[src/hw/rfts_pkg.sv]
// Purpose: Shared constants and types of the report frame sequencer
// Assumes: 250 MHz system clock, 0.5 MHz line bit rate derived from it
// Notes:   All register offsets, field positions and counts live here
package rfts_pkg;

  // Clock and line rate
  localparam int CLK_PERIOD_NS = 4;                           // System clock period
  localparam int TX_BIT_NS     = 2000;                        // One line bit period
  localparam int TX_DIV_CYC    = TX_BIT_NS / CLK_PERIOD_NS;   // Clocks per line bit
  localparam int DIV_W         = 9;                           // Divider counter width
  localparam logic [DIV_W-1:0] TX_DIV_LAST = DIV_W'(TX_DIV_CYC - 1);
  localparam logic [DIV_W-1:0] TX_DIV_HALF = DIV_W'(TX_DIV_CYC / 2);

  // Data path sizes
  localparam int WORD_W    = 16;                              // Buffered word width
  localparam int BUF_DEPTH = 16;                              // Input buffer words
  localparam int IDX_W     = 4;                               // Buffer index width
  localparam int PTR_W     = 5;                               // Pointer with wrap bit
  localparam int FRAME_W   = 8;                               // Idle frame length
  localparam logic [PTR_W-1:0] PTR_ONE  = 5'h01;
  localparam logic [PTR_W-1:0] BUF_FULL = 5'h10;              // Words held when full

  // Sequencing counts
  localparam logic [3:0] BIT_LAST   = 4'hF;                   // Last bit of a word
  localparam logic [2:0] ABORT_LAST = 3'h7;                   // Eighth abort one
  localparam logic [2:0] WIN_LOCK   = 3'h1;                   // Window phase after lock
  localparam logic [2:0] WIN_OPEN   = 3'h0;                   // Window phase of strobe
  localparam logic [2:0] STUFF_LAST = 3'h4;                   // Fifth one in a run

  // Check sequence
  localparam logic [WORD_W-1:0] CRC_POLY = 16'h1021;          // x^16+x^12+x^5+1
  localparam logic [WORD_W-1:0] CRC_INIT = 16'h0000;

  // APB register map
  localparam int ADDR_W = 8;
  localparam logic [ADDR_W-1:0] REG_CTRL   = 8'h00;           // Write: GO command
  localparam logic [ADDR_W-1:0] REG_IDLE   = 8'h04;           // Idle frame pattern
  localparam logic [ADDR_W-1:0] REG_DATA   = 8'h08;           // Input buffer push
  localparam logic [ADDR_W-1:0] REG_STATUS = 8'h0C;           // Controller status
  localparam logic [7:0] IDLE_RESET = 8'h7E;                  // Idle pattern at reset

  // Field positions
  localparam int CTRL_GO     = 0;
  localparam int STAT_STATE  = 0;                             // Three bits
  localparam int STAT_SYNC   = 3;
  localparam int STAT_CYCLE  = 4;
  localparam int STAT_RUN    = 5;
  localparam int STAT_GO     = 6;
  localparam int STAT_ARM    = 7;
  localparam int STAT_COUNT  = 8;                             // Five bits

  // Controller states
  typedef enum logic [2:0] {
    ST_INIT, ST_ABORT, ST_IDLE, ST_DATA, ST_LAST, ST_CHECK
  } rfts_state_t;

endpackage

[src/hw/rfts_tx_if.sv]
// Purpose: Bit stream signals between the sequencer and its helpers
// Assumes: One clock; ticks are one-cycle enables
// Notes:   ctl_tick is the gated transmission tick
interface rfts_tx_if (
  input wire logic clk,
  input wire logic reset
);
  logic tx_tick;      // Free running line bit tick
  logic ctl_tick;     // Line tick minus stuffed zeros
  logic msg_sel;      // Message/idle select, enables stuffing
  logic stuff_din;    // Bit offered to the line
  logic line_bit;     // Registered line bit
  logic fcs_start;    // Preset the check register
  logic fcs_feed;     // Feed payload bits
  logic fcs_emit;     // Shift check bits out
  logic fcs_din;      // Payload bit into the check register
  logic fcs_bit;      // Current check bit

  modport ctl (input clk, reset, ctl_tick, line_bit, fcs_bit,
               output tx_tick, msg_sel, stuff_din, fcs_start, fcs_feed, fcs_emit, fcs_din);
  modport stuff (input clk, reset, tx_tick, msg_sel, stuff_din,
                 output ctl_tick, line_bit);
  modport fcs (input clk, reset, ctl_tick, fcs_start, fcs_feed, fcs_emit, fcs_din,
               output fcs_bit);
endinterface

[src/hw/rfts_zero_insert.sv]
// Purpose: Zero-bit insertion and line bit register
// Assumes: Ticks from the sequencer's divider
// Notes:   A stuffed zero withholds one gated tick
module rfts_zero_insert
  import rfts_pkg::*;
(
  rfts_tx_if.stuff tx
);
  logic [2:0] run_q;    // Consecutive ones seen
  logic       skip_q;   // Zero owed on the next tick
  logic       line_q;   // Bit on the line

  // Gate the control tick while a zero is stuffed
  assign tx.ctl_tick = tx.tx_tick & ~skip_q;
  assign tx.line_bit = line_q;

  always_ff @(posedge tx.clk) begin
    if (tx.reset) begin
      run_q  <= 3'h0;
      skip_q <= 1'b0;
      line_q <= 1'b1;
    end else if (tx.tx_tick) begin
      if (skip_q) begin
        // Inserted zero, count starts over
        line_q <= 1'b0;
        skip_q <= 1'b0;
        run_q  <= 3'h0;
      end else begin
        line_q <= tx.stuff_din;
        if (tx.msg_sel && tx.stuff_din) begin
          if (run_q == STUFF_LAST) begin
            skip_q <= 1'b1;
            run_q  <= 3'h0;
          end else begin
            run_q <= run_q + 3'h1;
          end
        end else begin
          // Zero bit or idle traffic clears the run
          run_q <= 3'h0;
        end
      end
    end
  end

  chk_stall_on_skip: assert property (
    @(posedge tx.clk) disable iff (tx.reset) skip_q |-> !tx.ctl_tick)
    else $error("gated tick ran during a stuffed zero");
  chk_zero_after_five: assert property (
    @(posedge tx.clk) disable iff (tx.reset) (skip_q && tx.tx_tick) |=> (line_q == 1'b0))
    else $error("stuffed bit was not zero");
endmodule

[src/hw/rfts_fcs_gen.sv]
// Purpose: Serial 16-bit frame check generator
// Assumes: Most significant bit first
// Notes:   Advances on the gated tick only
module rfts_fcs_gen
  import rfts_pkg::*;
(
  rfts_tx_if.fcs fx
);
  logic [WORD_W-1:0] crc_q;   // Remainder register
  logic              fb;      // Feedback bit

  assign fb        = crc_q[WORD_W-1] ^ fx.fcs_din;
  assign fx.fcs_bit = crc_q[WORD_W-1];

  always_ff @(posedge fx.clk) begin
    if (fx.reset) begin
      crc_q <= CRC_INIT;
    end else if (fx.ctl_tick) begin
      if (fx.fcs_start) begin
        crc_q <= CRC_INIT;
      end else if (fx.fcs_feed) begin
        crc_q <= {crc_q[WORD_W-2:0], 1'b0} ^ ({WORD_W{fb}} & CRC_POLY);
      end else if (fx.fcs_emit) begin
        // Check bits leave from the top
        crc_q <= {crc_q[WORD_W-2:0], 1'b0};
      end
    end
  end
endmodule

[src/hw/rfts_sequencer.sv]
// Purpose: Inserts buffered reports between looping idle frames
// Assumes: APB3 slave with zero wait states; one 250 MHz clock
// Notes:   Line timing is an enable from a divider, not a clock
//
// Functional notes
// - report-ready flag tracks buffered report
// - idle-lock flag follows frame alignment
// - equal pointers mean empty, then append check
// - reset zeros pointers, flags, state zero
// - initial state sends ones, window open
// - locked window pulse every eight ticks
// - abort state sends at least eight ones
// - end abort, send idle, wait
// - latch GO pulse; arm when ready
// - both latches plus strobe start data
// - data entry loads word, starts check
// - every sixteen ticks load next word
// - last word enters state four
// - check state sends sixteen check bits
// - completion clears latches, back to idle
// - lost alignment resets buffer and state
// - controller runs on gated tick
// - stuff zero after five ones
// - idle strobe marks each frame start
// - check polynomial x16+x12+x5+1
//
// Chosen here: the APB register port and the address map.
module rfts_sequencer
  import rfts_pkg::*;
(
  input  wire logic              clk,
  input  wire logic              reset,
  input  wire logic              psel,
  input  wire logic              penable,
  input  wire logic              pwrite,
  input  wire logic [ADDR_W-1:0] paddr,
  input  wire logic [31:0]       pwdata,
  output logic      [31:0]       prdata,
  output logic                   pready,
  output logic                   pslverr,
  output logic                   line_data,
  output logic                   line_clk,
  output logic                   idle_lock
);

  rfts_tx_if tx (.clk(clk), .reset(reset));

  rfts_zero_insert u_stuff (.tx(tx));
  rfts_fcs_gen     u_fcs   (.fx(tx));

  // Address decode used by the setup-phase error check
  function automatic logic is_mapped(input logic [ADDR_W-1:0] a);
    return (a == REG_CTRL) || (a == REG_IDLE) || (a == REG_DATA) || (a == REG_STATUS);
  endfunction

  // Last-word test used at every word load
  function automatic logic is_last(input logic [PTR_W-1:0] rd, input logic [PTR_W-1:0] wr);
    return (rd + PTR_ONE) == wr;
  endfunction

  logic [DIV_W-1:0]  div_q;           // Line bit divider
  logic              tick_q;          // One-cycle line tick
  logic              lclk_q;          // Line clock out
  rfts_state_t       state_q;         // Controller state
  logic              sync_q;          // Idle-lock flag
  logic              cycle_q;         // Abort-done flag
  logic              run_q;           // Report-ready flag
  logic              go_q;            // Load-complete latch
  logic              arm_q;           // Arm latch
  logic [2:0]        win_q;           // Window phase
  logic [2:0]        abort_q;         // Abort ones sent
  logic [3:0]        bit_q;           // Bit within word or check
  logic [WORD_W-1:0] sh_q;            // Word shift register
  logic [PTR_W-1:0]  rd_q;            // Buffer read pointer
  logic [PTR_W-1:0]  wr_q;            // Buffer write pointer
  logic [FRAME_W-1:0] idle_pat_q;     // Idle frame pattern
  logic [FRAME_W-1:0] idle_sr_q;      // Looping idle frame
  logic [WORD_W-1:0] buf_mem [BUF_DEPTH];  // Input buffer
  logic [31:0]       prdata_q;
  logic              pready_q;
  logic              pslverr_q;
  logic              lock_q;

  logic ctl_tick;       // Gated transmission tick
  logic idle_strobe;    // Start of idle frame
  logic sync_win;       // Lock window
  logic lost;           // Alignment lost this tick
  logic clr;            // Hardware reset or lost alignment
  logic buf_empty;
  logic buf_full;
  logic start_ok;       // Report may begin
  logic completion;     // Completion strobe
  logic end_abort;      // End-abort strobe
  logic arm_strobe;     // Arm strobe
  logic go_wr;          // GO command written
  logic apb_wr;         // Write taken this edge
  logic [PTR_W-1:0] count;
  logic abort_select;
  logic payload_check_select;
  logic message_idle_select;

  assign ctl_tick = tx.ctl_tick;
  assign count    = wr_q - rd_q;

  assign buf_empty = (rd_q == wr_q);
  assign buf_full  = (count == BUF_FULL);

  assign idle_strobe = (idle_sr_q == idle_pat_q);

  // window held open until locked; one tick in eight after
  assign sync_win = (state_q == ST_INIT) || (win_q == WIN_OPEN);

  assign lost = sync_q && ctl_tick && sync_win && !idle_strobe;
  assign clr  = reset || lost;

  assign start_ok   = go_q && arm_q && idle_strobe && !buf_empty;
  assign completion = ctl_tick && (state_q == ST_CHECK) && (bit_q == BIT_LAST);
  assign end_abort  = ctl_tick && (state_q == ST_ABORT) && (abort_q == ABORT_LAST);
  assign arm_strobe = (state_q == ST_IDLE) && cycle_q;

  assign apb_wr = psel && penable && pready_q && pwrite;
  assign go_wr  = apb_wr && (paddr == REG_CTRL) && pwdata[CTRL_GO];

  // Stream selects
  assign abort_select         = (state_q == ST_INIT) || (state_q == ST_ABORT);
  assign payload_check_select = (state_q != ST_CHECK);
  assign message_idle_select  = (state_q == ST_DATA) || (state_q == ST_LAST) ||
                                (state_q == ST_CHECK);

  // Line bit source mux
  always_comb begin
    if (abort_select) begin
      tx.stuff_din = 1'b1;
    end else if (!message_idle_select) begin
      tx.stuff_din = idle_sr_q[FRAME_W-1];
    end else if (payload_check_select) begin
      tx.stuff_din = sh_q[WORD_W-1];
    end else begin
      tx.stuff_din = tx.fcs_bit;
    end
  end

  assign tx.msg_sel   = message_idle_select;
  assign tx.tx_tick   = tick_q;
  assign tx.fcs_start = (state_q == ST_IDLE);
  assign tx.fcs_feed  = (state_q == ST_DATA) || (state_q == ST_LAST);
  assign tx.fcs_emit  = (state_q == ST_CHECK);
  assign tx.fcs_din   = sh_q[WORD_W-1];

  // Line bit divider and clock out; runs through stuffed zeros
  always_ff @(posedge clk) begin
    if (reset) begin
      div_q  <= '0;
      tick_q <= 1'b0;
      lclk_q <= 1'b0;
    end else begin
      div_q  <= (div_q == TX_DIV_LAST) ? '0 : div_q + 1'b1;
      tick_q <= (div_q == TX_DIV_LAST);
      lclk_q <= (div_q >= TX_DIV_HALF);
    end
  end

  // Idle frame loop; a pattern write reloads it
  always_ff @(posedge clk) begin
    if (reset) begin
      idle_pat_q <= IDLE_RESET;
      idle_sr_q  <= IDLE_RESET;
    end else if (apb_wr && (paddr == REG_IDLE)) begin
      idle_pat_q <= pwdata[FRAME_W-1:0];
      idle_sr_q  <= pwdata[FRAME_W-1:0];
    end else if (ctl_tick) begin
      idle_sr_q <= {idle_sr_q[FRAME_W-2:0], idle_sr_q[FRAME_W-1]};
    end
  end

  always_ff @(posedge clk) begin
    if (clr) begin
      sync_q <= 1'b0;
      win_q  <= WIN_OPEN;
    end else if (ctl_tick) begin
      if (state_q == ST_INIT && idle_strobe) begin
        sync_q <= 1'b1;
        win_q  <= WIN_LOCK;
      end else begin
        win_q <= win_q + 3'h1;
      end
    end
  end

  // GO latch, set wins over clear
  always_ff @(posedge clk) begin
    if (go_wr) begin
      go_q <= 1'b1;
    end else if (clr || completion) begin
      go_q <= 1'b0;
    end
  end

  always_ff @(posedge clk) begin
    if (clr) begin
      arm_q <= 1'b0;
    end else if (arm_strobe) begin
      arm_q <= 1'b1;
    end else if (completion) begin
      arm_q <= 1'b0;
    end
  end

  always_ff @(posedge clk) begin
    if (clr) begin
      cycle_q <= 1'b0;
    end else if (end_abort) begin
      cycle_q <= 1'b1;
    end
  end

  always_ff @(posedge clk) begin
    if (clr) begin
      run_q <= 1'b0;
    end else if (ctl_tick && state_q == ST_IDLE && start_ok) begin
      run_q <= 1'b1;
    end else if (completion) begin
      run_q <= 1'b0;
    end
  end

  // controller state on gated tick only
  always_ff @(posedge clk) begin
    if (clr) begin
      state_q <= ST_INIT;
      abort_q <= 3'h0;
      bit_q   <= 4'h0;
    end else if (ctl_tick) begin
      unique case (state_q)
        ST_INIT: begin
          if (idle_strobe) begin
            state_q <= ST_ABORT;
            abort_q <= 3'h0;
          end
        end
        ST_ABORT: begin
          abort_q <= abort_q + 3'h1;
          if (abort_q == ABORT_LAST) begin
            state_q <= ST_IDLE;
          end
        end
        ST_IDLE: begin
          // start on strobe; single word goes straight to last
          if (start_ok) begin
            state_q <= is_last(rd_q, wr_q) ? ST_LAST : ST_DATA;
            bit_q   <= 4'h0;
          end
        end
        ST_DATA: begin
          bit_q <= bit_q + 4'h1;
          // word boundary; last word moves to state four
          if (bit_q == BIT_LAST) begin
            state_q <= is_last(rd_q, wr_q) ? ST_LAST : ST_DATA;
          end
        end
        ST_LAST: begin
          bit_q <= bit_q + 4'h1;
          if (bit_q == BIT_LAST) begin
            state_q <= ST_CHECK;
          end
        end
        ST_CHECK: begin
          bit_q <= bit_q + 4'h1;
          if (bit_q == BIT_LAST) begin
            state_q <= ST_IDLE;
          end
        end
      endcase
    end
  end

  // Word shift register and read pointer
  always_ff @(posedge clk) begin
    if (clr) begin
      rd_q <= '0;
      sh_q <= '0;
    end else if (ctl_tick) begin
      if ((state_q == ST_IDLE && start_ok) ||
          (state_q == ST_DATA && bit_q == BIT_LAST)) begin
        sh_q <= buf_mem[rd_q[IDX_W-1:0]];
        rd_q <= rd_q + PTR_ONE;
      end else if (state_q == ST_DATA || state_q == ST_LAST) begin
        sh_q <= {sh_q[WORD_W-2:0], 1'b0};
      end
    end
  end

  // Buffer writes from the bus; full buffer refuses
  always_ff @(posedge clk) begin
    if (clr) begin
      wr_q <= '0;
    end else if (apb_wr && paddr == REG_DATA && !buf_full) begin
      wr_q <= wr_q + PTR_ONE;
    end
  end

  // Storage array, no reset needed
  always_ff @(posedge clk) begin
    if (apb_wr && paddr == REG_DATA && !buf_full) begin
      buf_mem[wr_q[IDX_W-1:0]] <= pwdata[WORD_W-1:0];
    end
  end

  // APB answer prepared in the setup cycle
  always_ff @(posedge clk) begin
    if (reset) begin
      pready_q  <= 1'b0;
      pslverr_q <= 1'b0;
      prdata_q  <= '0;
    end else begin
      pready_q  <= psel && !penable;
      pslverr_q <= psel && !penable &&
                   (!is_mapped(paddr) || (pwrite && paddr == REG_DATA && buf_full));
      prdata_q  <= '0;
      if (psel && !penable && !pwrite) begin
        unique case (paddr)
          REG_IDLE: prdata_q[FRAME_W-1:0] <= idle_pat_q;
          REG_STATUS: begin
            prdata_q[STAT_STATE +: 3]     <= state_q;
            prdata_q[STAT_SYNC]           <= sync_q;
            prdata_q[STAT_CYCLE]          <= cycle_q;
            prdata_q[STAT_RUN]            <= run_q;
            prdata_q[STAT_GO]             <= go_q;
            prdata_q[STAT_ARM]            <= arm_q;
            prdata_q[STAT_COUNT +: PTR_W] <= count;
          end
          default: prdata_q <= '0;
        endcase
      end
    end
  end

  // Status pin register
  always_ff @(posedge clk) begin
    if (clr) begin
      lock_q <= 1'b0;
    end else begin
      lock_q <= sync_q;
    end
  end

  assign prdata    = prdata_q;
  assign pready    = pready_q;
  assign pslverr   = pslverr_q;
  assign line_data = tx.line_bit;
  assign line_clk  = lclk_q;
  assign idle_lock = lock_q;

  chk_reset_state: assert property (
    @(posedge clk) reset |=> (state_q == ST_INIT && !sync_q && !cycle_q && !run_q &&
                              rd_q == '0 && wr_q == '0))
    else $error("reset left controller state");
  chk_init_ones: assert property (
    @(posedge clk) disable iff (reset) (state_q == ST_INIT || state_q == ST_ABORT)
      |-> (tx.stuff_din && !message_idle_select))
    else $error("ones not selected before abort end");
  chk_window_loss: assert property (
    @(posedge clk) disable iff (reset)
      (sync_q && ctl_tick && sync_win && !idle_strobe) |=> (!sync_q && state_q == ST_INIT))
    else $error("missed strobe did not drop lock");
  chk_abort_end: assert property (
    @(posedge clk) disable iff (reset)
      (state_q == ST_ABORT) ##1 (state_q == ST_IDLE) |-> (cycle_q && $past(abort_q) == ABORT_LAST))
    else $error("abort ended early or flag not set");
  chk_run_entry: assert property (
    @(posedge clk) disable iff (reset)
      (state_q == ST_IDLE && ctl_tick && start_ok && !lost)
      |=> (run_q && (state_q == ST_DATA || state_q == ST_LAST)))
    else $error("report start not taken");
  chk_word_hold: assert property (
    @(posedge clk) disable iff (reset)
      (state_q == ST_DATA && ctl_tick && bit_q != BIT_LAST && !lost) |=> (state_q == ST_DATA))
    else $error("data state left mid word");
  chk_check_route: assert property (
    @(posedge clk) disable iff (reset)
      (state_q == ST_CHECK) |-> (!payload_check_select && tx.stuff_din == tx.fcs_bit))
    else $error("check bits not routed");
  chk_completion_clear: assert property (
    @(posedge clk) disable iff (reset)
      (completion && !lost && !go_wr) |=> (state_q == ST_IDLE && !run_q && !go_q && !arm_q))
    else $error("completion did not clear flags");
  chk_go_set_wins: assert property (
    @(posedge clk) disable iff (reset) go_wr |=> go_q)
    else $error("GO write lost");
endmodule

[config.mk]
export PLATFORM = sky130hd
export DESIGN_NAME = rfts_sequencer
export DESIGN_NICKNAME = d
export VERILOG_FILES = /design/src/hw/rfts_pkg.sv /design/src/hw/rfts_tx_if.sv /design/src/hw/rfts_zero_insert.sv /design/src/hw/rfts_fcs_gen.sv /design/src/hw/rfts_sequencer.sv
export SDC_FILE = /design/constraint.sdc
export NUM_CORES = 1
export LEC_CHECK = 0
export BUFFER_PORTS_ARGS = -buffer_cell sky130_fd_sc_hd__buf_2
export CORE_UTILIZATION = 55
export DETAILED_ROUTE_END_ITERATION = 8
export PLACE_DENSITY = 0.72
export SLEW_MARGIN = 20
export SYNTH_ARGS = -nofsm -noshare
export SYNTH_HDL_FRONTEND = slang
export SYNTH_SLANG_ARGS = --single-unit
[constraint.sdc]
create_clock -name clk -period 3.25 [get_ports clk]
set_input_delay 0.325 -clock clk [delete_from_list [all_inputs] [get_ports clk]]
set_output_delay 0.325 -clock clk [all_outputs]
set_load 0.02 [all_outputs]
**Yosys cells after proc, flatten, opt, wreduce, memory -nomap -nowiden**

Memory sizes are Yosys's and may differ from the RTL's. A register that Yosys moved wholly into a read port is not among the register bits.
Cells that the tools add are included.

- Flip-flop bits (word level): 127
- Memory bits (writable): 256
- Input port bits: 45
- Output and inout port bits: 37
- Word-level logic and storage cells: 172
- Memories kept: 1

Memory list:

| name | words | width | rd ports | clocked after Yosys merged registers in | wr ports | RTL line | RTL |
|---|---|---|---|---|---|---|---|
| buf_mem | 16 | 16 | 1 | 1 | 1 | rfts_sequencer.sv:78 | `logic [WORD_W-1:0] buf_mem [BUF_DEPTH];` |

- $add $sub $neg: 8
- Order comparisons: 1
- Equal/unequal tests: 23
- Muxes and demuxes: 38
- Bitwise operators: 6
- Reductions and logical operators: 68

Operator list:

| kind | number |
|---|---|
| 16-bit two-way mux | 5 |
| 3-bit two-way mux | 12 |
| 1-bit logical AND | 30 |
| 3-bit case mux with 6 select lines | 1 |
| 8-bit by 4-bit equality test with 1-bit output (second input constant) | 2 |
| 8-bit two-way mux | 2 |
| 8-bit case mux with 2 select lines | 1 |
| 16-bit by 13-bit bitwise XOR with 16-bit output | 1 |
| 3-bit equality test (second input constant) | 4 |
| 1-bit two-way mux | 12 |
| 4-bit two-way mux | 3 |
| 2-bit nonzero test | 6 |
| 1-bit logical OR | 11 |
| 5-bit by 1-bit adder with 5-bit output (second input constant) | 2 |
| 5-bit equality test | 2 |
| 3-bit by 1-bit adder with 3-bit output (second input constant) | 3 |
| 9-bit by 1-bit adder with 9-bit output (second input constant) | 1 |
| 9-bit equality test (second input constant) | 1 |
| 9-bit by 8-bit >= comparator with 1-bit output (second input constant) | 1 |
| 8-bit by 3-bit equality test with 1-bit output (second input constant) | 1 |
| 8-bit equality test | 1 |
| 8-bit zero test | 1 |
| 4-bit case mux with 2 select lines | 1 |
| 2-bit AND reduction | 4 |
| other kinds (20) | 36 |

**Logic depth before layout (Yosys ltp)**

Gate-level depths: netlist of run 1.

- Depth in word-level cells: 8
- Depth in mapped cells: 10
- Depth with buffers taken out: 9

**Cells and area by module**

From an unflattened synthesis of run 1, not the netlist that was laid out.

- Cell total of the unflattened synthesis: 991
- Area, all modules: 15,148.3 sq um

Modules (own cells, without submodules):

| module | times used | cells an instance | area each (sq um) | seq. area each (sq um) |
|---|---|---|---|---|
| rfts_sequencer | 1 | 899 | 14,249.9 | 9,509.1 |
| rfts_fcs_gen | 1 | 66 | 664.4 | 320.3 |
| rfts_zero_insert | 1 | 26 | 234.0 | 100.1 |

**Least setup slack after synthesis of run 1**

OpenSTA, ideal clock, no wires.

- Kind: register to register
- Start: register rd_q[2]
- End: memory buf_mem[15][0], enable pin
- Setup time: 409 ps
- Arrival: 2,683 ps
- Data required time: 2,841 ps
- Setup slack: 157 ps
- Cell stages (with the launch flop): 7
- Path buffers: 0
- Period minus slack after synthesis: 3,093 ps
- Cells stage by stage: dfxtp_1 inv_1 ha_1 and3b_1 o21ai_0 a2111oi_4 nor3_1

- Word-level cells in the longest chain between the ends: 6

Ends and longest elaborated chain:

| item | RTL line | RTL |
|---|---|---|
| start, declared | rfts_sequencer.sv:74 | `logic [PTR_W-1:0] rd_q;` |
| start signal, assigned | rfts_sequencer.sv:286 | `rd_q <= rd_q + PTR_ONE;` |
| 5-bit subtractor | rfts_sequencer.sv:103 | `assign count = wr_q - rd_q;` |
| 5-bit equality test | rfts_sequencer.sv:106 | `assign buf_full = (count == BUF_FULL);` |
| 1-bit zero test | rfts_sequencer.sv:304 | `if (apb_wr && paddr == REG_DATA && !buf_full) begin` |
| 1-bit logical AND | rfts_sequencer.sv:304 |  |
| 1-bit two-way mux | rfts_sequencer.sv:304 |  |
| 1-bit two-way mux (not written as such) | rfts_sequencer.sv:305 | `buf_mem[wr_q[IDX_W-1:0]] <= pwdata[WORD_W-1:0];` |
| end, declared | rfts_sequencer.sv:78 |  |

No other way between the ends.

**Worst setup path after layout of run 1**

- Start: register rd_q[2]
- End: memory buf_mem[4][2], enable pin

The elaborated chain is that of the path after synthesis.

==> results of run 1 <==
==> critical path: stages (launching register included) <==
cell and delay (ps):
dfxtp_1 450, inv_1 110, ha_1 370, and3b_1 200
or3_1 400, a2111oi_4 440, nor2_2 150, buf_4 190
and3_1 160, buf_4 230
==> state kept, by name (all words and copies together) (netlist names), 3 cells and up, named ones only <==
register       flops
div_q              9
wr_q               5
state_q            3
u_stuff.run_q      3
u_fcs.crc_q       16
idle_pat_q         8
idle_sr_q          8
prdata            13
rd_q               5
win_q              3
sh_q              16
abort_q            3
bit_q              4
buf_mem          256
==> final cells by class <==
class                           instances  area, um2
Timing Repair Buffer                   94        643
Tap cell                              341        427
Sequential cell                       368       9940
Inverter                               38        143
Multi-Input combinational cell        593       4790
Fill cell                            1967       9930
Clock buffer                           49       1030
Clock inverter                         19        133
==> cells in the final DEF, fill, tap and decap left out, types with 19 or more instances in the layout <==
master | synthesis | final
buf_4 | 22 | 43
mux4_2 | 62 | 62
nand2_1 | 50 | 50
nand3_1 | 53 | 53
buf_2 | 11 | 46
o21ai_0 | 28 | 28
dfxtp_1 | 112 | 109
inv_1 | 38 | 38
clkbuf_16 | 0 | 39
conb_1 | 1 | 19
edfxtp_1 | 256 | 256
nor2_1 | 75 | 75
and3_1 | 27 | 27
mux2i_1 | 35 | 35
a21oi_1 | 54 | 54
==> logic make-up after synthesis <==
kind of cell / count (synthesis)
fa+ha+maj: 19
flops: 368
compound gates: 152
xor+xnor: 23
simple gates: 273
other cells: 1
buf+inv: 112
mux: 107
==> power by group through the flow <==
stage | clock network [mW] | registers, mW | logic, mW
after global placement | 0 | 5.11 | 0.132
final | 4.09 | 5.01 | 0.137
after floorplan | 0 | 5.11 | 0.0727
after global routing | 4.33 | 5.01 | 0.150
after CTS | 4.15 | 5.01 | 0.138
after detailed placement | 0 | 5.11 | 0.137
==> layer usage <==
metal  vias to the layer above  wire [um]  GRT usage
met2                       262      14700      0.369
li1                       4153          -          -
met1                      4404      13600      0.316
met4                         0        602     0.0648
met5                         -          0          0
met3                        44       1930     0.0376
==> cell usage after synthesis, types with 3 or more instances <==
| library cell | instances |
|---|---|
| dfxtp_1 | 112 |
| o21a_1 | 6 |
| clkbuf_1 | 35 |
| or4_1 | 4 |
| xnor2_1 | 8 |
| nor2b_1 | 10 |
| mux2_2 | 10 |
| and3b_1 | 3 |
| nor3b_1 | 3 |
| nor2_1 | 75 |
| and2_1 | 3 |
| a211oi_1 | 5 |
| and3_1 | 27 |
| nand2_1 | 50 |
| buf_4 | 22 |
| mux2i_1 | 35 |
| buf_2 | 11 |
| a22oi_1 | 11 |
| o21ai_0 | 28 |
| nor3_1 | 13 |
| ha_1 | 18 |
| edfxtp_1 | 256 |
| nand2b_1 | 5 |
| nand4_1 | 7 |
| buf_1 | 5 |
| o221ai_1 | 16 |
| a221oi_1 | 5 |
| or3_1 | 7 |
| inv_1 | 38 |
| nand3_1 | 53 |
| a21oi_1 | 54 |
| mux4_2 | 62 |
| xor2_1 | 15 |
| o31ai_1 | 4 |
==> worst max-delay path by stage <==
stage	to	startpoint	slack, ps	cells past startpoint
final	buf_mem[4][2]	rd_q[2]	260	9
after global routing	buf_mem[4][0]	rd_q[2]	50	9
after global placement	buf_mem[9][2]	rd_q[2]	360	8
after CTS	buf_mem[4][2]	rd_q[2]	290	9
after detailed placement	buf_mem[6][15]	rd_q[2]	290	9
after floorplan	buf_mem[15][0]	rd_q[2]	160	6
==> stage by stage <==
stage,hold slack [ps],power (mW)
2_1_floorplan,415,5.19
3_3_place_gp,439,5.24
3_5_place_dp,445,5.25
4_1_cts,95.7,9.30
5_1_grt,118,9.48
6_report,114,9.24
==> impl_results.md, run 1 <==
- RSZ-0062 raised after global routing: false
- NetSw: approximately 1.8 mW
- Post-cts sizing count: 0
- Switching share of total power: 0.198
- Starting DRC count in detailed routing: approximately 700
- Largest net degree at the start of global routing: between 40 and 50
- Post-Synth Simple-Gate Area: 0.0910
- Routed vias: approximately 8900
- Setup_tns: 0 ps
- Pre-CTS setup slack: between 200 and 300 ps
- Avg Inst Size Synth: about 14 um2
- Minimum clock period after layout: roughly 3000 ps
- Register area share after synthesis: 0.655
- # setup viols final: 0
- Reg2reg start: rd_q[2]
- Synth Area in XOR/XNOR: 0.0133
- Routability cong.: 0.813
- Largest family of logic cells by synthesized area: multiplexers
- #FFs+latches synth: 368
- Area growth from synthesis to layout: 12.7%
- Mapped Cells: 1055
- Mux cell area share after synthesis: 0.123
- Die W: roughly 170 um
- Leak Pwr: ~6 nW
- Final worst slack: between 200 and 300 ps
- Max-Slew Margin vs Limit: 0.353
- Post-CTS setup buffer count: 0
- Starting Density: 0.561
- Mapped Area: about 0.015 mm2
- Die area: between 0.02 and 0.03 mm2
- Prevailing post-synth register cell: edfxtp_1
- Diode count: 0
- Ports: 82
- HP Start: psel
- Syn. warnings: 0
- H-Tree Depth: 2
- Worst R2R Path Depth: 9
- DIE HEIGHT: between 150 and 200 um
- 1st-pass router iterations: 5
- Reg clk slew, reported paths: approximately 60 ps
- Vias in the first global route: between 8000 and 9000
- Dpl hpwl: ~19 mm
- Worst hold stages: 2
- Clock Tree Root: clkbuf_16
- Fmax achieved: approximately 330 MHz
- Final Cycle Share: 0.919
- Critical path class: reg2reg
- IO buf count: 46
- Placed cell area: about 0.016 mm2
- Cell area after layout: 0.0171 mm2
- P_int: around 7.4 mW
- Worst vdd ir: between 0.4 and 0.5 mV
- DR WL/cell: roughly 21 um
- Count of final max-slew check failures: 0
- Gr usage total: 0.226
- CORE AREA: ~0.027 mm2
- Critical Path AT: 3240 ps
- Final cell count without fillers: between 1500 and 2000
- Hold WC Path Type: in2reg
- Final Hold Viols: 0
- Clk_lat worst skew: roughly 530 ps
- Post-synthesis adder-cell area fraction: 0.0162
- EDFF count, synth: 256
- Layout cells sized above 1: 0.195
- Post-route DRC: 0
- Status: complete, no violations
- Reg power frac: 0.542
- Fin util: 0.633
- Antenna violations before repair: 0
- Rows: 60
- Measured slew at the worst slew-check pin: between 900 and 1000 ps
- Number of library cell types mapped by synthesis: 67
- CTS Buf Count: 37
- Post-synth top area cell: edfxtp_1
- WHS Endpoint: pready
- Number of max-cap violations: 0
- Final #Nets: 1196
- CTS tree: built
- Post-synth top area share: 0.507
- Synth Area in Compound Gates: 0.0674
- Hold_buf cts: 1
- WL final: between 30 and 40 mm
- Clock net sink count: about 370
- GRT overflow: 0
- Critical R2R Capture: buf_mem[4][2]
- Dominant cells by area after synthesis: edfxtp_1 (51%), dfxtp_1 (15%), mux4_2 (9.2%)
- Placed cell count: 1433
- Clock network fraction of total power: 0.443
- Clk_skew: roughly 14 ps
- Req. time, crit path: approximately 3500 ps
- CP Capture Type: flip-flop
- Clock Tree Buf Depth: 3
- Routed vias/inst: 5.90
- Post-synthesis async set-or-reset flop share: 0
- Comb power frac: 0.015
- First-pass GRT wire length: just under 50 mm
- Power Density: approximately 540 mW/mm2
- Antenna Nets Post-Route: 0
- Worst Path Max Fanout: 16
- Flop2flop setup slack: about 260 ps
- Crit start category: flip-flop
No activity file was read; power rests on OpenSTA's default activity.
==> run 2, diff against run 1 <==
--- a/config.mk
+++ b/config.mk
@@ -6,9 +6,9 @@
 export NUM_CORES = 1
 export LEC_CHECK = 0
 export BUFFER_PORTS_ARGS = -buffer_cell sky130_fd_sc_hd__buf_2
-export CORE_UTILIZATION = 55
+export CORE_UTILIZATION = 30
 export DETAILED_ROUTE_END_ITERATION = 8
-export PLACE_DENSITY = 0.72
+export PLACE_DENSITY = 0.43
 export SLEW_MARGIN = 20
 export SYNTH_ARGS = -nofsm -noshare
 export SYNTH_HDL_FRONTEND = slang
==> run 2 against run 1 <==
Net effect: largest cell class unchanged; register-to-register slack hardly changed; non-clock buffer count stayed put; combinational power is 4% higher; highest routed layer unchanged; via count is 2.7% lower; maximum frequency is 0.25% higher; clock skew hardly changed; die area is 82% higher; final area is 3.7% higher; global-route usage is 8.0 points lower.
==> impl_results.md, run 2 (synthesis gave the netlist of run 1 again) <==
- Status: complete, no violations (unchanged)
- Reg clk slew, reported paths: 60 ps (about the same)
- Reg2reg start: wr_q[0] (was rd_q[2])
- CTS tree: built (unchanged)
- Post-route DRC: 0 (unchanged)
- Critical Path AT: 3200 ps (was 3240 ps)
- Commonest non-fill, non-tap cell in the layout: edfxtp_1 (unchanged)
- Leak Pwr: 5.95 nW (was 5.85 nW)
- Final Hold Viols: 0 (unchanged)
- Starting DRC count in detailed routing: 556 (was 719)
- CP Cell Sequence: inv_1 -> ha_1 -> inv_1 -> fa_1 -> nand3_1 -> and3_1 -> a2111oi_4 -> nor2_2 -> and3_1 -> buf_4 (was inv_1 -> ha_1 -> and3b_1 -> or3_1 -> a2111oi_4 -> nor2_2 -> buf_4 -> and3_1 -> buf_4)
- 1st-pass router iterations: 4 (was 5)
- Placed cell area: 0.0163 mm2 (was 0.0159 mm2)
- # setup viols final: 0 (unchanged)
- Max reg flops: 256 (unchanged)
- Number of max-cap violations: 0 (unchanged)
- Clock Tree Buf Depth: 3 (unchanged)
- Final #Nets: 1201 (was 1196)
- Multi-input gate area: 0.00479 mm2 (unchanged)
- Gr usage total: 0.146 (was 0.226)
- Antenna violations before repair: 0 (unchanged)
- Area growth from synthesis to layout: 16.9% (was 12.7%)
- Post-CTS setup buffer count: 0 (unchanged)
- Diode count: 0 (unchanged)
- Cell area after layout: 0.0177 mm2 (was 0.0171 mm2)
- Count of final max-slew check failures: 0 (unchanged)
- Crit start category: flip-flop (unchanged)
- DIE HEIGHT: 227 um (was 168 um)
- Final cell count without fillers: 1838 (was 1502)
- Largest net degree at the start of global routing: 40 (was 43)
- Routability cong.: 0.733 (was 0.813)
- Clk_skew: 14.4 ps (was 14.3 ps)
- IO buf count: 46 (unchanged)
- CORE AREA: 0.0500 mm2 (was 0.0270 mm2)
- Dpl hpwl: 23.3 mm (was 19.2 mm)
- WL final: 36.1 mm (was 30.9 mm)
- CP Capture Type: flip-flop (unchanged)
- Setup_tns: 0 ps (unchanged)
- Routed vias/inst: 4.69 (was 5.90)
- Clk_lat worst skew: 560 ps (was 530 ps)
- CP Buf/Inv Count: 3 (unchanged)
- Die area: 0.0515 mm2 (was 0.0282 mm2)
- First-pass GRT wire length: 55.7 mm (was 48.3 mm)
- Placed cell count: 1763 (was 1433)
- Slowest stage delay, CP: 520 ps (was 450 ps)
- Clock net sink count: 368 (unchanged)
- Hold_buf cts: 2 (was 1)
- Critical R2R Capture: buf_mem[6][11] (was buf_mem[4][2])
- RSZ-0062 raised after global routing: false (unchanged)
- Max-Slew Margin vs Limit: 0.413 (was 0.353)
- Hold WC Path Type: in2reg (unchanged)
- Ports: 82 (unchanged)
- Worst setup path startpoint: wr_q[0] (was rd_q[2])
- Commonest non-fill, non-tap cells in the layout: edfxtp_1 (256), dfxtp_1 (109), nor2_1 (75) (unchanged)
- Worst vdd ir: 0.332 mV (was 0.432 mV)
- Worst Path Max Fanout: 17 (was 16)
- Final Cycle Share: 0.917 (was 0.919)
- Fmax achieved: 336 MHz (was 335 MHz)
- Reg area: 0.00994 mm2 (about the same)
- Routed vias: 8620 (was 8863)
- Filler instances: 4819 (was 1967)
- DR WL/cell: 19.6 um (was 20.5 um)
- Post-cts sizing count: 0 (unchanged)
- Power Density: 559 mW/mm2 (was 541 mW/mm2)
- Minimum clock period after layout: 2980 ps (was 2990 ps)
- CP Depth: 10 (was 9)
- Critical path destination: buf_mem[6][11] (was buf_mem[4][2])
- Die W: 227 um (was 168 um)
- CP max-delay cell: nor2_2 (was dfxtp_1)
- Total power: 9.92 mW (was 9.24 mW)
- Req. time, crit path: 3470 ps (was 3500 ps)
- Hold Slack: 81.2 ps (was 114 ps)
- Measured slew at the worst slew-check pin: 870 ps (was 958 ps)
- Critical path class: reg2reg (unchanged)
- CP top delay family: simple AND/OR/NAND/NOR gates (unchanged)
- Rows: 82 (was 60)
- Vias in the first global route: 8812 (was 8761)
- GRT overflow: 0 (unchanged)
- H-Tree Depth: 2 (unchanged)
- Clock Tree Root: clkbuf_16 (unchanged)
- Starting Density: 0.304 (was 0.561)
- Layout cells sized above 1: 0.202 (was 0.195)
- CTS Buf Count: 42 (was 37)
- Worst R2R Path Depth: 10 (was 9)
- Flop2flop setup slack: 270 ps (was 260 ps)
- Antenna Nets Post-Route: 0 (unchanged)
-- run 2: cell count changes in the layout (fill, tap and decap cells not counted), sizes merged --
| cell | change |
|---|---|
| buf | -1 |
| bufinv | +2 |
| clkbuf | +8 |
| clkinv | -7 |
| dlygate4sd3 | +1 |
| inv | +2 |
-- run 2: power breakdown --
group | leakage [nW] | internal [mW] | switching (mW)
Combinational | 2.07 | 0.0286 | 0.115
Clock | 0.679 | 2.89 | 1.87
Sequential | 3.21 | 5.01 | 0.00423
-- run 2: cell type report --
| cell class | count | share of cell area |
|---|---|---|
| clock inverters | 16 | 0.0109 |
| multi-input cells | 593 | 0.270 |
| inverters | 38 | 0.00804 |
| clock buffers | 57 | 0.0673 |
| repair buffers | 94 | 0.0357 |
| flip-flops and latches | 368 | 0.560 |
| well taps | 672 | 0.0474 |
-- run 2: how the worst min path moves through the flow --
stage / start / end / cells after the start
after floorplan: reset / pready / 1
after global placement: u_fcs.crc_q[9] / u_fcs.crc_q[9] / 2
after detailed placement: u_fcs.crc_q[9] / u_fcs.crc_q[9] / 2
after CTS: reset / pslverr / 3
after global routing: reset / pslverr / 3
final: pwrite / pslverr / 3
-- run 2: through the flow --
step | utilization | setup slack (ps)
floorplan | - | 157
global placement | 0.327 | 287
detailed placement | 0.327 | 283
CTS | 0.355 | 258
global route | 0.355 | 83.4
finish | 0.355 | 271
-- run 2: metal layers --
layer  routed length, um  GRT usage  part of all wire
met1               16900      0.200              0.47
met2               17300      0.238              0.48
met3                1130     0.0267             0.031
met4                 722     0.0397             0.020
met5                   0          0                 0
-- run 2: worst min-delay path: stages --
cell,delay (ps)
buf_2,100
a41oi_1,90
nor2b_1,90
==> run 3, diff against run 2 <==
--- a/config.mk
+++ b/config.mk
@@ -6,9 +6,11 @@
 export NUM_CORES = 1
 export LEC_CHECK = 0
 export BUFFER_PORTS_ARGS = -buffer_cell sky130_fd_sc_hd__buf_2
+export CELL_PAD_IN_SITES_DETAIL_PLACEMENT = 0
+export CELL_PAD_IN_SITES_GLOBAL_PLACEMENT = 1
 export CORE_UTILIZATION = 30
 export DETAILED_ROUTE_END_ITERATION = 8
-export PLACE_DENSITY = 0.43
+export PLACE_DENSITY = 0.49
 export SLEW_MARGIN = 20
 export SYNTH_ARGS = -nofsm -noshare
 export SYNTH_HDL_FRONTEND = slang
==> run 3 against run 2 <==
Net effect: clock skew increased by 8.6 ps; die area did not move; hold slack improved by 5.6 ps; via count increased by 2.5%; critical path depth is 1 lower; cell count increased by 0.92%; critical path type unchanged; core utilization rose by 0.48 points; global-route usage rose by 0.49 points; sequential power hardly changed; final area rose by 1.3%.
==> impl_results.md, run 3 (synthesis gave the netlist of run 1 again) <==
- Status: complete, no violations (unchanged)
- Routed vias: 8835 (was 8620)
- Worst Path Max Fanout: 17 (unchanged)
- Routed vias/inst: 4.76 (was 4.69)
- Worst R2R Path Depth: 9 (was 10)
- Power Density: 553 mW/mm2 (was 559 mW/mm2)
- Hold Slack: 86.9 ps (was 81.2 ps)
- Critical path destination: buf_mem[11][13] (was buf_mem[6][11])
- Number of max-cap violations: 0 (unchanged)
- Clock Tree Root: clkbuf_16 (unchanged)
- IO buf count: 46 (unchanged)
- Starting Density: 0.304 (unchanged)
- CP Capture Type: flip-flop (unchanged)
- Clk_skew: 22.9 ps (was 14.4 ps)
- Area growth from synthesis to layout: 18.5% (was 16.9%)
- Worst vdd ir: 0.393 mV (was 0.332 mV)
- First-pass GRT wire length: 57.2 mm (was 55.7 mm)
- Commonest non-fill, non-tap cells in the layout: edfxtp_1 (256), dfxtp_1 (109), nor2_1 (75) (unchanged)
- Clock Tree Buf Depth: 3 (unchanged)
- Die W: 227 um (unchanged)
- Post-route DRC: 0 (unchanged)
- Starting DRC count in detailed routing: 634 (was 556)
- Leak Pwr: 6.04 nW (was 5.95 nW)
- Final Hold Viols: 0 (unchanged)
- Hold WC Path Type: in2reg (unchanged)
- Count of final max-slew check failures: 0 (unchanged)
- Fmax achieved: 344 MHz (was 336 MHz)
- Reg clk slew, reported paths: 60 ps (about the same)
- Final #Nets: 1212 (was 1201)
- Vias in the first global route: 9027 (was 8812)
- GRT overflow: 0 (unchanged)
- Measured slew at the worst slew-check pin: 849 ps (was 870 ps)
- Flop2flop setup slack: 340 ps (was 270 ps)
- Antenna Nets Post-Route: 0 (unchanged)
- Req. time, crit path: 3560 ps (was 3470 ps)
- CTS tree: built (unchanged)
- H-Tree Depth: 2 (unchanged)
- # setup viols final: 0 (unchanged)
- CORE AREA: 0.0500 mm2 (unchanged)
- Ports: 82 (unchanged)
- Setup_tns: 0 ps (unchanged)
- Worst setup path startpoint: rd_q[2] (was wr_q[0])
- Max reg flops: 256 (unchanged)
- 1st-pass router iterations: 4 (unchanged)
- Final Cycle Share: 0.895 (was 0.917)
- Dpl hpwl: 23.2 mm (was 23.3 mm)
- Largest net degree at the start of global routing: 32 (was 40)
- DR WL/cell: 20.2 um (was 19.6 um)
- Critical Path AT: 3220 ps (was 3200 ps)
- Routability cong.: 0.744 (was 0.733)
- RSZ-0062 raised after global routing: false (unchanged)
- Critical R2R Capture: buf_mem[11][13] (was buf_mem[6][11])
- Layout cells sized above 1: 0.213 (was 0.202)
- Rows: 82 (unchanged)
- Antenna violations before repair: 1 (was 0)
- Minimum clock period after layout: 2910 ps (was 2980 ps)
- DIE HEIGHT: 227 um (unchanged)
- Max-Slew Margin vs Limit: 0.431 (was 0.413)
- Post-cts sizing count: 0 (unchanged)
- Reg2reg start: rd_q[2] (was wr_q[0])
- CTS Buf Count: 43 (was 42)
- Crit start category: flip-flop (unchanged)
- Clk_lat worst skew: 590 ps (was 560 ps)
- Die area: 0.0515 mm2 (unchanged)
- Clock net sink count: 368 (unchanged)
- WL final: 37.5 mm (was 36.1 mm)
- Commonest non-fill, non-tap cell in the layout: edfxtp_1 (unchanged)
- Diode count: 0 (unchanged)
- Critical path class: reg2reg (unchanged)
- Gr usage total: 0.151 (was 0.146)
run 3: final cells by class:
cell class | instances | area [um2]
Clock buffer | 57 | 1180
Clock inverter | 23 | 229
Fill cell | 4831 | 32000
Inverter | 38 | 143
Multi-Input combinational cell | 593 | 4790
Sequential cell | 368 | 9940
Tap cell | 672 | 841
Timing Repair Buffer | 104 | 846
run 3: worst min path at each step:
stage,startpoint,to,slack [ps],cells after the start
3_5_place_dp,u_fcs.crc_q[10],u_fcs.crc_q[10],440,2
6_report,reset,pslverr,90,3
3_3_place_gp,u_fcs.crc_q[8],u_fcs.crc_q[8],440,2
2_1_floorplan,reset,pready,420,1
5_1_grt,reset,pslverr,70,3
4_1_cts,reset,pslverr,50,3
run 3: what timing repair did:
action | CTS | global route
endpoints found under the hold margin | 1 | 0
hold buffers | 2 | 0
buffers inserted | 0 | 0
run 3: worst max-delay path: stages (launching register included):
cell and delay [ps]:
dfxtp_1 450, inv_1 100, ha_1 370, and3b_1 200
or3_1 400, a2111oi_4 410, nor2_2 70, buf_4 190
and3_1 230, buf_4 220
run 3: per-stage QoR:
| step | instances | setup WS [ps] | total power, mW | area, um2 | utilization |
|---|---|---|---|---|---|
| after global routing | 1855 | 203 | 10.3 | 18000 | 0.360 |
| after CTS | 1855 | 333 | 10.1 | 18000 | 0.360 |
| final | 1855 | 340 | 9.93 | 18000 | 0.360 |
| after floorplan | 1073 | 157 | 5.19 | 15200 | - |
| after global placement | 1773 | 332 | 5.25 | 16500 | 0.331 |
| after detailed placement | 1773 | 361 | 5.26 | 16500 | 0.331 |
run 3: per-layer routing:
metal	global-route usage	vias to the layer above	share of wire
met5	0	-	0.00027
met4	0.0384	2	0.018
met3	0.0328	55	0.043
met2	0.238	137	0.46
met1	0.210	4448	0.48
li1	-	4193	-
run 3: report_power, final:
part	internal [mW]	switching, mW	total, mW
combinational	0.0294	0.113	0.143
clock	2.81	1.97	4.78
sequential	5.01	0.00426	5.01
total	7.84	2.09	9.93
